File: src/include/intc_pkg.sv
// Overview of operation
// - Every source has a pending latch except software and undefined-instruction interrupts.
// - A request sets its latch; a maskable source asks the core only when enabled.
// - Accepting a source clears its pending latch at once.
// - Reset forces every pending latch to zero.
// - Pending latches appear as four bytes at 002EH, 002FH, 003CH, 003DH.
// - Writing zero clears that latch bit; writing one leaves it unchanged.
// - No write can set a latch; only a hardware request can.
// - Pending latches are readable so software can poll requests.
// - Software, undefined, trap and watchdog interrupts ignore the enable register.
// - Enable bytes at 002CH, 002DH, 003AH, 003BH are fully read/write; here bits 1-3 of 003AH read zero and bit 0 is master enable.
// - Master enable at zero blocks every maskable interrupt.
// - With master enable set, a maskable source also needs its flag.
// - On acceptance, master enable is saved to stack, then cleared.
// - Either return instruction reloads master enable from the saved value.
// - Master enable is bit 0 of the low enable byte at 003AH.
// - Unmask-all sets, mask-all clears master enable; reset clears it.
// - An enable bit at one permits its source, at zero blocks it.
// - Reset clears all individual enable flags to zero.
// - Simultaneous eligible requests are taken in fixed hardware priority order.
// - Requests are sampled in the final cycle of each instruction.
// - Acceptance takes eight machine cycles after the instruction completes.
package intc_pkg;

  localparam int unsigned NUM_SRC   = 32;
  localparam int unsigned IDX_W     = 5;

  // Source index assignment; a lower index has higher priority.
  localparam logic [IDX_W-1:0] IDX_SWI   = 5'h00;
  localparam logic [IDX_W-1:0] IDX_UNDEF = 5'h01;
  localparam logic [IDX_W-1:0] IDX_TRAP  = 5'h02;
  localparam logic [IDX_W-1:0] IDX_WDT   = 5'h03;
  localparam int unsigned      FIRST_MASKABLE = 4;

  // Byte addresses in the special-function area.
  localparam logic [7:0] ADDR_EN_HI_L   = 8'h2c;
  localparam logic [7:0] ADDR_EN_HI_H   = 8'h2d;
  localparam logic [7:0] ADDR_PEND_HI_L = 8'h2e;
  localparam logic [7:0] ADDR_PEND_HI_H = 8'h2f;
  localparam logic [7:0] ADDR_EN_LO_L   = 8'h3a;
  localparam logic [7:0] ADDR_EN_LO_H   = 8'h3b;
  localparam logic [7:0] ADDR_PEND_LO_L = 8'h3c;
  localparam logic [7:0] ADDR_PEND_LO_H = 8'h3d;

  localparam int unsigned MASTER_BIT = 0;

  // Bits that hold real state in the 32-bit latch and enable words.
  localparam logic [31:0] LATCH_MASK  = 32'hffff_fffc;
  localparam logic [31:0] ENABLE_MASK = 32'hffff_fff0;
  localparam logic [31:0] WORD_RESET  = 32'h0000_0000;

  localparam logic [3:0] ACCEPT_MACHINE_CYCLES = 4'h8;

endpackage

File: src/verilog/interrupt_latch_enable_unit.sv
`timescale 1ns/10ps
module interrupt_latch_enable_unit (
  // Clock and reset
  input  wire logic                          sys_clk,
  input  wire logic                          sys_rst,
  // Special-function byte access
  input  wire logic [7:0]                    sfr_addr,
  input  wire logic                          sfr_wr,
  input  wire logic                          sfr_rd,
  input  wire logic [7:0]                    sfr_wdata,
  output logic      [7:0]                    sfr_rdata,
  output logic                               sfr_hit,
  // Interrupt sources
  input  wire logic [intc_pkg::NUM_SRC-1:0]  src_req,
  input  wire logic                          swi_req,
  input  wire logic                          undef_req,
  // Core instruction sequencer
  input  wire logic                          instr_last_cycle,
  input  wire logic                          machine_cycle_tick,
  input  wire logic                          accept,
  input  wire logic [intc_pkg::IDX_W-1:0]    accept_index,
  input  wire logic                          unmask_all_instr,
  input  wire logic                          mask_all_instr,
  input  wire logic                          return_instr,
  input  wire logic                          restored_master,
  // Requests and status towards the core
  output logic                               irq_request,
  output logic [intc_pkg::IDX_W-1:0]         irq_index,
  output logic                               irq_sampled,
  output logic [intc_pkg::IDX_W-1:0]         irq_sampled_index,
  output logic                               saved_master,
  output logic                               accept_busy,
  output logic                               master_enable
);

  ////////////////////////////////////////////////////////////////////////////////
  // Byte lane helpers

  function automatic logic [31:0] lane_of(input logic [7:0] addr,
                                          input logic [7:0] lo_l,
                                          input logic [7:0] lo_h,
                                          input logic [7:0] hi_l,
                                          input logic [7:0] hi_h,
                                          input logic [7:0] data,
                                          input logic [7:0] fill);
    logic [31:0] word;
    word = {4{fill}};
    if (addr == lo_l) begin
      word[7:0] = data;
    end else if (addr == lo_h) begin
      word[15:8] = data;
    end else if (addr == hi_l) begin
      word[23:16] = data;
    end else if (addr == hi_h) begin
      word[31:24] = data;
    end
    return word;
  endfunction

  function automatic logic [7:0] pick_byte(input logic [7:0]  addr,
                                           input logic [7:0]  lo_l,
                                           input logic [7:0]  lo_h,
                                           input logic [7:0]  hi_l,
                                           input logic [7:0]  hi_h,
                                           input logic [31:0] word);
    logic [7:0] b;
    b = 8'h00;
    if (addr == lo_l) begin
      b = word[7:0];
    end else if (addr == lo_h) begin
      b = word[15:8];
    end else if (addr == hi_l) begin
      b = word[23:16];
    end else if (addr == hi_h) begin
      b = word[31:24];
    end
    return b;
  endfunction

  function automatic logic is_group(input logic [7:0] addr,
                                    input logic [7:0] lo_l,
                                    input logic [7:0] lo_h,
                                    input logic [7:0] hi_l,
                                    input logic [7:0] hi_h);
    return (addr == lo_l) || (addr == lo_h) || (addr == hi_l) || (addr == hi_h);
  endfunction

  ////////////////////////////////////////////////////////////////////////////////
  // Address decode

  logic pend_sel;
  logic en_sel;

  always_comb begin
    pend_sel = is_group(sfr_addr, intc_pkg::ADDR_PEND_LO_L, intc_pkg::ADDR_PEND_LO_H,
                        intc_pkg::ADDR_PEND_HI_L, intc_pkg::ADDR_PEND_HI_H);
    en_sel   = is_group(sfr_addr, intc_pkg::ADDR_EN_LO_L, intc_pkg::ADDR_EN_LO_H,
                        intc_pkg::ADDR_EN_HI_L, intc_pkg::ADDR_EN_HI_H);
  end

  ////////////////////////////////////////////////////////////////////////////////
  // Pending latches

  logic [31:0] latch_reg;
  logic [31:0] latch_next;
  logic [31:0] latch_set;
  logic [31:0] latch_clr;
  logic [31:0] wr_keep;
  logic [31:0] accept_onehot;

  always_comb begin
    // A write leaves every bit outside the addressed byte at one, i.e. untouched.
    wr_keep = lane_of(sfr_addr, intc_pkg::ADDR_PEND_LO_L, intc_pkg::ADDR_PEND_LO_H,
                      intc_pkg::ADDR_PEND_HI_L, intc_pkg::ADDR_PEND_HI_H,
                      sfr_wdata, 8'hff);
    accept_onehot = 32'h0000_0000;
    if (accept) begin
      accept_onehot[accept_index] = 1'b1;
    end
    latch_set = src_req & intc_pkg::LATCH_MASK;
    latch_clr = accept_onehot;
    if (sfr_wr && pend_sel) begin
      latch_clr = latch_clr | ~wr_keep;
    end
    // A request in the same cycle as a clear wins, so no event is lost.
    latch_next = ((latch_reg & ~latch_clr) | latch_set) & intc_pkg::LATCH_MASK;
  end

  always_ff @(posedge sys_clk or posedge sys_rst) begin
    if (sys_rst) begin
      latch_reg <= intc_pkg::WORD_RESET;
    end else begin
      latch_reg <= latch_next;
    end
  end

  ////////////////////////////////////////////////////////////////////////////////
  // Enable flags and master enable

  logic [31:0] enable_reg;
  logic [31:0] enable_next;
  logic        master_reg;
  logic        master_next;
  logic        saved_reg;
  logic        saved_next;
  logic [31:0] wr_en_word;
  logic [31:0] wr_en_lane;

  always_comb begin
    wr_en_word = lane_of(sfr_addr, intc_pkg::ADDR_EN_LO_L, intc_pkg::ADDR_EN_LO_H,
                         intc_pkg::ADDR_EN_HI_L, intc_pkg::ADDR_EN_HI_H,
                         sfr_wdata, 8'h00);
    wr_en_lane = lane_of(sfr_addr, intc_pkg::ADDR_EN_LO_L, intc_pkg::ADDR_EN_LO_H,
                         intc_pkg::ADDR_EN_HI_L, intc_pkg::ADDR_EN_HI_H,
                         8'hff, 8'h00);
    enable_next = enable_reg;
    master_next = master_reg;
    saved_next  = saved_reg;
    if (sfr_wr && en_sel) begin
      enable_next = ((enable_reg & ~wr_en_lane) | (wr_en_word & wr_en_lane))
                    & intc_pkg::ENABLE_MASK;
      if (wr_en_lane[intc_pkg::MASTER_BIT]) begin
        master_next = wr_en_word[intc_pkg::MASTER_BIT];
      end
    end
    if (unmask_all_instr) begin
      master_next = 1'b1;
    end else if (mask_all_instr) begin
      master_next = 1'b0;
    end
    if (return_instr) begin
      master_next = restored_master;
    end
    // Acceptance outranks every other source of change to the master flag.
    if (accept) begin
      saved_next  = master_reg;
      master_next = 1'b0;
    end
  end

  always_ff @(posedge sys_clk or posedge sys_rst) begin
    if (sys_rst) begin
      enable_reg <= intc_pkg::WORD_RESET;
      master_reg <= 1'b0;
      saved_reg  <= 1'b0;
    end else begin
      enable_reg <= enable_next;
      master_reg <= master_next;
      saved_reg  <= saved_next;
    end
  end

  ////////////////////////////////////////////////////////////////////////////////
  // Eligibility and priority

  logic [31:0]               eligible;
  logic                      pick_any;
  logic [intc_pkg::IDX_W-1:0] pick_idx;

  always_comb begin
    eligible = latch_reg & enable_reg & {32{master_reg}};
    eligible[intc_pkg::IDX_SWI]   = swi_req;
    eligible[intc_pkg::IDX_UNDEF] = undef_req;
    eligible[intc_pkg::IDX_TRAP]  = latch_reg[intc_pkg::IDX_TRAP];
    eligible[intc_pkg::IDX_WDT]   = latch_reg[intc_pkg::IDX_WDT];
  end

  priority_pick u_pick (
    .eligible (eligible),
    .any      (pick_any),
    .index    (pick_idx)
  );

  ////////////////////////////////////////////////////////////////////////////////
  // Acceptance window in machine cycles

  logic [3:0] busy_cnt_reg;
  logic [3:0] busy_cnt_next;

  always_comb begin
    busy_cnt_next = busy_cnt_reg;
    if (accept) begin
      busy_cnt_next = intc_pkg::ACCEPT_MACHINE_CYCLES;
    end else if (machine_cycle_tick && (busy_cnt_reg != 4'h0)) begin
      busy_cnt_next = busy_cnt_reg - 4'h1;
    end
  end

  always_ff @(posedge sys_clk or posedge sys_rst) begin
    if (sys_rst) begin
      busy_cnt_reg <= 4'h0;
    end else begin
      busy_cnt_reg <= busy_cnt_next;
    end
  end

  ////////////////////////////////////////////////////////////////////////////////
  // Request outputs

  logic                       req_reg;
  logic                       req_next;
  logic [intc_pkg::IDX_W-1:0] idx_reg;
  logic [intc_pkg::IDX_W-1:0] idx_next;
  logic                       samp_reg;
  logic                       samp_next;
  logic [intc_pkg::IDX_W-1:0] samp_idx_reg;
  logic [intc_pkg::IDX_W-1:0] samp_idx_next;

  // The live request is refreshed every cycle; the sampled copy is frozen per instruction.
  always_comb begin
    req_next      = pick_any;
    idx_next      = pick_idx;
    samp_next     = samp_reg;
    samp_idx_next = samp_idx_reg;
    if (accept) begin
      samp_next = 1'b0;
    end else if (instr_last_cycle && (busy_cnt_reg == 4'h0)) begin
      samp_next     = pick_any;
      samp_idx_next = pick_idx;
    end
  end

  always_ff @(posedge sys_clk or posedge sys_rst) begin
    if (sys_rst) begin
      req_reg      <= 1'b0;
      idx_reg      <= intc_pkg::IDX_SWI;
      samp_reg     <= 1'b0;
      samp_idx_reg <= intc_pkg::IDX_SWI;
    end else begin
      req_reg      <= req_next;
      idx_reg      <= idx_next;
      samp_reg     <= samp_next;
      samp_idx_reg <= samp_idx_next;
    end
  end

  ////////////////////////////////////////////////////////////////////////////////
  // Read data

  logic [7:0] rdata_reg;
  logic [7:0] rdata_next;
  logic [31:0] en_view;

  always_comb begin
    en_view = enable_reg;
    en_view[intc_pkg::MASTER_BIT] = master_reg;
    rdata_next = rdata_reg;
    if (sfr_rd && pend_sel) begin
      rdata_next = pick_byte(sfr_addr, intc_pkg::ADDR_PEND_LO_L, intc_pkg::ADDR_PEND_LO_H,
                             intc_pkg::ADDR_PEND_HI_L, intc_pkg::ADDR_PEND_HI_H,
                             latch_reg);
    end else if (sfr_rd && en_sel) begin
      rdata_next = pick_byte(sfr_addr, intc_pkg::ADDR_EN_LO_L, intc_pkg::ADDR_EN_LO_H,
                             intc_pkg::ADDR_EN_HI_L, intc_pkg::ADDR_EN_HI_H,
                             en_view);
    end else if (sfr_rd) begin
      rdata_next = 8'h00;
    end
  end

  always_ff @(posedge sys_clk or posedge sys_rst) begin
    if (sys_rst) begin
      rdata_reg <= 8'h00;
    end else begin
      rdata_reg <= rdata_next;
    end
  end

  ////////////////////////////////////////////////////////////////////////////////
  // Output drive

  assign sfr_rdata         = rdata_reg;
  assign sfr_hit           = pend_sel | en_sel;
  assign irq_request       = req_reg;
  assign irq_index         = idx_reg;
  assign irq_sampled       = samp_reg;
  assign irq_sampled_index = samp_idx_reg;
  assign saved_master      = saved_reg;
  assign accept_busy       = (busy_cnt_reg != 4'h0);
  assign master_enable     = master_reg;

endmodule

File: src/verilog/priority_pick.sv
`timescale 1ns/10ps
module priority_pick (
  // Eligible sources, bit 0 is the highest priority
  input  wire logic [intc_pkg::NUM_SRC-1:0] eligible,
  // Result
  output logic                               any,
  output logic [intc_pkg::IDX_W-1:0]         index
);

  always_comb begin
    any   = 1'b0;
    index = intc_pkg::IDX_SWI;
    for (int i = intc_pkg::NUM_SRC - 1; i >= 0; i--) begin
      if (eligible[i]) begin
        any   = 1'b1;
        index = i[intc_pkg::IDX_W-1:0];
      end
    end
  end

endmodule

File: config.mk
export PLATFORM = sky130hd
export DESIGN_NAME = interrupt_latch_enable_unit
export DESIGN_NICKNAME = d
export VERILOG_FILES = /design/src/include/intc_pkg.sv /design/src/verilog/interrupt_latch_enable_unit.sv /design/src/verilog/priority_pick.sv
export SDC_FILE = /design/constraint.sdc
export NUM_CORES = 1
export LEC_CHECK = 0
export BUFFER_PORTS_ARGS = -buffer_cell sky130_fd_sc_hd__buf_4
export CAP_MARGIN = 20
export CORE_MARGIN = 3
export CORE_UTILIZATION = 35
export DETAILED_ROUTE_END_ITERATION = 8
export GPL_TIMING_DRIVEN = 0
export PLACE_DENSITY_LB_ADDON = 0.15
export SLEW_MARGIN = 40
export SYNTH_ARGS = -nofsm -noshare
export SYNTH_HDL_FRONTEND = slang
export SYNTH_SLANG_ARGS = --single-unit
File: constraint.sdc
create_clock -name sys_clk -period 2.1 [get_ports sys_clk]
set_clock_uncertainty 0.1 [all_clocks]
set_input_delay 0 -clock sys_clk [delete_from_list [all_inputs] [get_ports sys_clk]]
set_output_delay 0 -clock sys_clk [all_outputs]
set_load 0.005 [all_outputs]
==> results of run 1 <==
## final timing paths
check	endpoint	slack, ns
worst min register to register	irq_sampled_index[2]$_DFFE_PP0P_	0.42
max in group asynchronous	latch_reg[22]$_DFF_PP0_	1.24
worst max register to register	irq_sampled_index[4]$_DFFE_PP0P_	0.12
worst min-delay path	master_enable$_DFFE_PP0P_	0.03
worst max-delay path	irq_sampled_index[4]$_DFFE_PP0P_	0.12
min in group asynchronous	sfr_rdata[3]$_DFFE_PP0P_	0.13
## through the flow
| step | setup WS (ns) | hold WS, ns | power, µW |
|---|---|---|---|
| floorplan | 0.2492 | 0.0001401 | 2109 |
| global route | 0.003121 | 0.08251 | 4300 |
| detailed placement | 0.007723 | -0.06678 | 2419 |
| global placement | 0.04067 | 0.08887 | 2386 |
| finish | 0.1235 | 0.03421 | 4124 |
| CTS | 0.08036 | 0.03316 | 4159 |
## cells in the mapped netlist, drive strengths merged (3+ instances only)
cell type,instances,share of area
a21oi,16,0.018
a22o,9,0.016
a22oi,9,0.014
a311oi,4,0.0073
a31oi,6,0.0078
a32o,3,0.0063
a32oi,4,0.0073
and2,6,0.0078
buf,12,0.018
clkbuf,12,0.0097
dfrtp,84,0.44
inv,13,0.010
mux2,32,0.075
mux2i,13,0.027
nand2,44,0.035
nand2b,42,0.055
nand3,14,0.015
nand3b,6,0.0094
nand4,4,0.0052
nor2,28,0.030
nor2b,6,0.0078
nor3,4,0.0042
nor3b,3,0.0047
o211a,3,0.0063
o21ai,24,0.025
o21bai,3,0.0047
o221ai,27,0.049
o22ai,4,0.0052
o2bb2ai,3,0.0055
o311ai,5,0.0091
o41ai,3,0.0055
or2,3,0.0039
## power by group
part           internal (µW)  switching (µW)
logic                    359             330
clock network            995             660
registers               1690            84.6
total                   3050            1070
## cells by family after synthesis
family                   synth area share
AO/OA/AOI/OAI                      0.2143
XOR/XNOR                         0.003660
AND/OR/NAND/NOR                    0.2005
adder cells (fa/ha/maj)          0.002613
buffers and inverters             0.03737
flip-flops                         0.4391
multiplexers                       0.1025
## metal layers
metal  routed length (µm)  GRT usage  part of all wire  vias up
li1                     -          -                 -     2102
met1                 7602     0.3206              0.45     2233
met4                  439    0.09097             0.026        0
met5                    0          0                 0        -
met3                  995    0.03111             0.060       29
met2                 7677     0.3611              0.46      189
## final cells by class
| cell class | instances | area, µm² |
|---|---|---|
| Tap cell | 176 | 220.2 |
| Inverter | 13 | 52.55 |
| Sequential cell | 84 | 2103 |
| Multi-Input combinational cell | 356 | 2517 |
| Timing Repair Buffer | 134 | 1199 |
| Clock buffer | 12 | 256.5 |
| Clock inverter | 4 | 56.30 |
| Buffer | 24 | 132.6 |
| Fill cell | 1276 | 6758 |
## worst register-to-register path: cells and delay by family, from the launching register on
kind	cells	cell delay [ns]
AND/OR/NAND/NOR	4	0.97
flip-flops	1	0.42
AO/OA/AOI/OAI	1	0.27
multiplexers	1	0.17
## timing repair
item / CTS / global route
resized for setup: 1 / 3
setup endpoints to repair: 2 / 6
gates cloned: 0 / 0
hold buffers: 48 / 0
endpoints found under the hold margin: 153 / 0
==> impl_metrics.tcl, run 1 <==
set metrics [dict create \
    dpl-instance-area_mm2 0.005729 \
    syn_area_per_cell_um2 10.04 \
    irDropWorstVdd_mv 0.3448 \
    fin_crit_ns 1.977 \
    critPathKind "reg -> reg" \
    synth_nets 544 \
    cts_sinks 84 \
    slew_headroom 0.5358 \
    yosys_warnings 0 \
    syn_inst 477 \
    async_flop_share 1.000 \
    worstHoldStart "return_instr" \
    core_mm2 0.01330 \
    tns_ns 0 \
    dpl.hpwl_um 12970 \
    cts_tree "built" \
    worstSkewPairLatency_ns 0.34 \
    cp-startpoint "latch_reg[8]$_DFF_PP0_" \
    end_kind "flip-flop" \
    final_cell_area_mm2 0.006538 \
    cp.required_ns 2.28 \
    final_cell_mix "buf_4, dfrtp_1, dlygate4sd3_1, nand2_1, nand2b_1" \
    grt_max_degree 24 \
    gr-usage-all-layers 0.2295 \
    cp.buffers_inverters 0 \
    run_status "finished clean" \
    cp_max_fo 4 \
    synth-seq-cells 84 \
    layout_commonest_cell "buf_4" \
    start_util 0.3601 \
    fmax_mhz 505.9 \
    max_stage_delay_ns 0.42 \
    cpLargestDelayFamily "simple AND/OR/NAND/NOR gates" \
    fin_util 0.4917 \
    power.density_mw_per_mm2 630.9 \
    drc 0 \
    numPortBuffers 82 \
    reg2reg_from "latch_reg[8]$_DFF_PP0_" \
    gp_congestion 0.9316 \
    yosysSeqAreaShare 0.4391 \
    p_leak_uw 0.002808 \
    maxCapViolCount 0 \
    syn_to_final_growth_pct 36.57 \
    wl_per_cell_um 20.82 \
    cp.depth 6 \
    drt_first_pass_iters 5 \
    fp.dieW_um 123.0 \
    cts_buffer_depth 2 \
    critPathArrivalTime_ns 2.16 \
    dieArea_mm2 0.01512 \
    fin_nets 689 \
    pin_count 90 \
    overflow 0 \
    dieHeight_um 123.0 \
    synth_area_mm2 0.004787 \
    synth_edf_count 0 \
    hold_violations 0 \
    vias 4553 \
    dp_cells 739 \
    reg2reg_depth 6 \
    yosysUniqueCellTypes 65 \
    rows 42 \
    clockRootBuffer "clkbuf_16" \
    wl_um 16720 \
    hold_class "in -> reg" \
    antenna_found_initial 0 \
    drive_gt1_frac 0.2600 \
    crit_slowest_cell "dfrtp_1" \
    htreeDepth 3 \
    clk_pin_slew_worst_paths_ns 0.06 \
    crit_chain "and2_1 -> o21ai_0 -> nand2_1 -> nor4b_2 -> nor2b_1 -> mux2_2" \
    worstMarginPinSlew_ns 0.6964 \
    final_max_slew_viol_count 0 \
    cp-start-kind "flip-flop" \
    drt_first_iter_violations 348 \
    cts_setup_buffers 0 \
    period_share 0.9412 \
    vias_per_cell 5.670 \
    rsz0062_at_grt "false" \
    ys.flop_type "dfrtp_1" \
    drt.antenna.violating_nets 0 \
    cts_buffers 9 \
    grt_pass1_vias 4529 \
    fin_cells 803 \
    setup_viol 0 \
    min_path_cells 5 \
    n_antenna_cell 0 \
    grt_pass1_wl_um 25850 \
]
No activity file was read; power rests on OpenSTA's default activity.
==> inputs of run 2 (changes only) <==
--- a/config.mk
+++ b/config.mk
@@ -11,7 +11,8 @@
 export CORE_UTILIZATION = 35
 export DETAILED_ROUTE_END_ITERATION = 8
 export GPL_TIMING_DRIVEN = 0
-export PLACE_DENSITY_LB_ADDON = 0.15
+export PLACE_DENSITY = 0.64
+export SKIP_CTS_REPAIR_TIMING = 1
 export SLEW_MARGIN = 40
 export SYNTH_ARGS = -nofsm -noshare
 export SYNTH_HDL_FRONTEND = slang
==> run 2 against run 1 <==
- the run now ends with negative hold slack left
- total power is 4.9% lower
- sequential cell count unchanged
- critical path depth grew 1
- wire length is 0.65% lower
- clock power fell by 11%
- cell area is 1.3% lower
==> impl_metrics.tcl, run 2 (synthesis gave the netlist of run 1 again) <==
set metrics [dict create \
    layout_commonest_cell "buf_4" \
    htreeDepth 3 \
    gr-usage-all-layers 0.2233 \
    period_share 0.9510 \
    fin_nets 687 \
    overflow 0 \
    dieArea_mm2 0.01512 \
    nFillCells 1226 \
    rsz0062_at_grt "false" \
    critPathArrivalTime_ns 2.13 \
    worstHoldStart "sfr_rd" \
    fmax_mhz 500.7 \
    cp-start-kind "flip-flop" \
    timing.final.ws_setup_ns 0.1029 \
    drt_first_iter_violations 360 \
    n_antenna_cell 0 \
    clockRootBuffer "clkbuf_16" \
    antenna_found_initial 0 \
    cts_tree "built" \
    vias_per_cell 5.710 \
    drt_first_pass_iters 5 \
    dpl-instance-area_mm2 0.005702 \
    syn_to_final_growth_pct 34.76 \
    start_util 0.3601 \
    wl_um 16610 \
    final_cell_area_mm2 0.006451 \
    min_path_cells 3 \
    clk_pin_slew_worst_paths_ns 0.06 \
    cp_max_fo 7 \
    numPortBuffers 82 \
    r2r-end "irq_sampled_index[4]$_DFFE_PP0P_" \
    maxCapViolCount 0 \
    fp.dieW_um 123.0 \
    grt_pass1_wl_um 25080 \
    drt.antenna.violating_nets 0 \
    hold_violations 1 \
    worstSkewPairLatency_ns 0.35 \
    slew_headroom 0.5441 \
    cts_buffer_depth 2 \
    hold-path-endpoint "sfr_rdata[6]$_DFFE_PP0P_" \
    rows 42 \
    grt_max_degree 28 \
    reg2reg_depth 7 \
    gp_congestion 0.9212 \
    failed_checks "negative hold slack" \
    core_mm2 0.01330 \
    drc 0 \
    crit_slowest_cell "dfrtp_1" \
    hold_class "in -> reg" \
    setup_viol 0 \
    dieHeight_um 123.0 \
    r2r_slack_ns 0.10 \
    cp.required_ns 2.23 \
    pin_count 90 \
    cts_buffers 9 \
    max_stage_delay_ns 0.41 \
    pre_cts_slack_ns -0.07413 \
    power.density_mw_per_mm2 608.0 \
    worstMarginPinSlew_ns 0.6838 \
    final_max_slew_viol_count 0 \
    critPathKind "reg -> reg" \
    end_kind "flip-flop" \
    multi_input_area_mm2 0.002514 \
    p_leak_uw 0.002769 \
    vias 4574 \
    drive_gt1_frac 0.2608 \
    dpl.hpwl_um 12730 \
    seq_area_mm2 0.002103 \
    wl_per_cell_um 20.73 \
    cts_sinks 84 \
    holdWs_ns -0.006872 \
    run_status "finished with violations" \
    crit_chain "inv_1 -> ha_1 -> nor3b_2 -> and2_4 -> nor2b_1 -> buf_2 -> mux2_2" \
    final_cell_mix "buf_4, dfrtp_1, dlygate4sd3_1, nand2_1, nand2b_1" \
    fin_crit_ns 1.997 \
    reg2reg_from "busy_cnt_reg[0]$_DFFE_PP0P_" \
    irDropWorstVdd_mv 0.4129 \
    grt_pass1_vias 4523 \
]
## run 2: cell types whose count changed in the layout (fill, tap and decap cells not counted), sizes merged
cell,change
clkbuf,-2
clkinv,+2
bufinv,-1
clkinvlp,+1
dlygate4sd3,-1
inv,-1
## run 2: how the worst max path moves through the flow
| stage | start | to | slack, ns |
|---|---|---|---|
| 3_5_place_dp | busy_cnt_reg[0]$_DFFE_PP0P_ | irq_sampled_index[4]$_DFFE_PP0P_ | -0.07 |
| 2_1_floorplan | busy_cnt_reg[0]$_DFFE_PP0P_ | irq_sampled_index[1]$_DFFE_PP0P_ | 0.25 |
| 5_1_grt | busy_cnt_reg[0]$_DFFE_PP0P_ | irq_sampled_index[1]$_DFFE_PP0P_ | 0.008 |
| 6_report | busy_cnt_reg[0]$_DFFE_PP0P_ | irq_sampled_index[4]$_DFFE_PP0P_ | 0.10 |
| 4_1_cts | busy_cnt_reg[0]$_DFFE_PP0P_ | irq_sampled_index[4]$_DFFE_PP0P_ | -0.08 |
| 3_3_place_gp | busy_cnt_reg[0]$_DFFE_PP0P_ | irq_sampled_index[4]$_DFFE_PP0P_ | 0.01 |
## run 2: layout make-up
| type | instances | area share |
|---|---|---|
| sequential | 84 | 0.3260 |
| multi-input combinational | 356 | 0.3896 |
| tap | 176 | 0.03413 |
| buffer | 24 | 0.02017 |
| inverter | 13 | 0.008146 |
| clock inverter | 5 | 0.004267 |
| clock buffer | 11 | 0.03763 |
| timing repair buffer | 132 | 0.1800 |
## run 2: worst max-delay path, delay by kind of cell, from the launching register on
kind	cells	cell delay (ns)
adder cells (fa/ha/maj)	1	0.15
AND/OR/NAND/NOR	3	0.58
buffers and inverters	2	0.29
flip-flops	1	0.41
multiplexers	1	0.35
## run 2: per-stage QoR
step | util | setup TNS [ns] | std cells | total power, µW
after floorplan | - | 0 | 477 | 2109
after global placement | 0.4232 | 0 | 735 | 2379
after detailed placement | 0.4289 | -0.3138 | 738 | 2408
after CTS | 0.4492 | -0.3352 | 754 | 3878
after global routing | 0.4852 | 0 | 801 | 4084
final | 0.4852 | 0 | 801 | 3923
## run 2: routing by layer
layer / share of wire / vias to the layer above / GRT usage
met3: 0.075 / 34 / 0.04986
met5: 0 / - / 0
li1: - / 2087 / -
met4: 0.025 / 0 / 0.08258
met2: 0.46 / 213 / 0.3454
met1: 0.44 / 2240 / 0.3070
## run 2: report_power, final
part / leakage, µW / internal (µW) / switching, µW
sequential: 0.000982 / 1700 / 81.5
combinational: 0.00165 / 350 / 330
clock: 0.000135 / 825 / 641
total: 0.00277 / 2870 / 1050
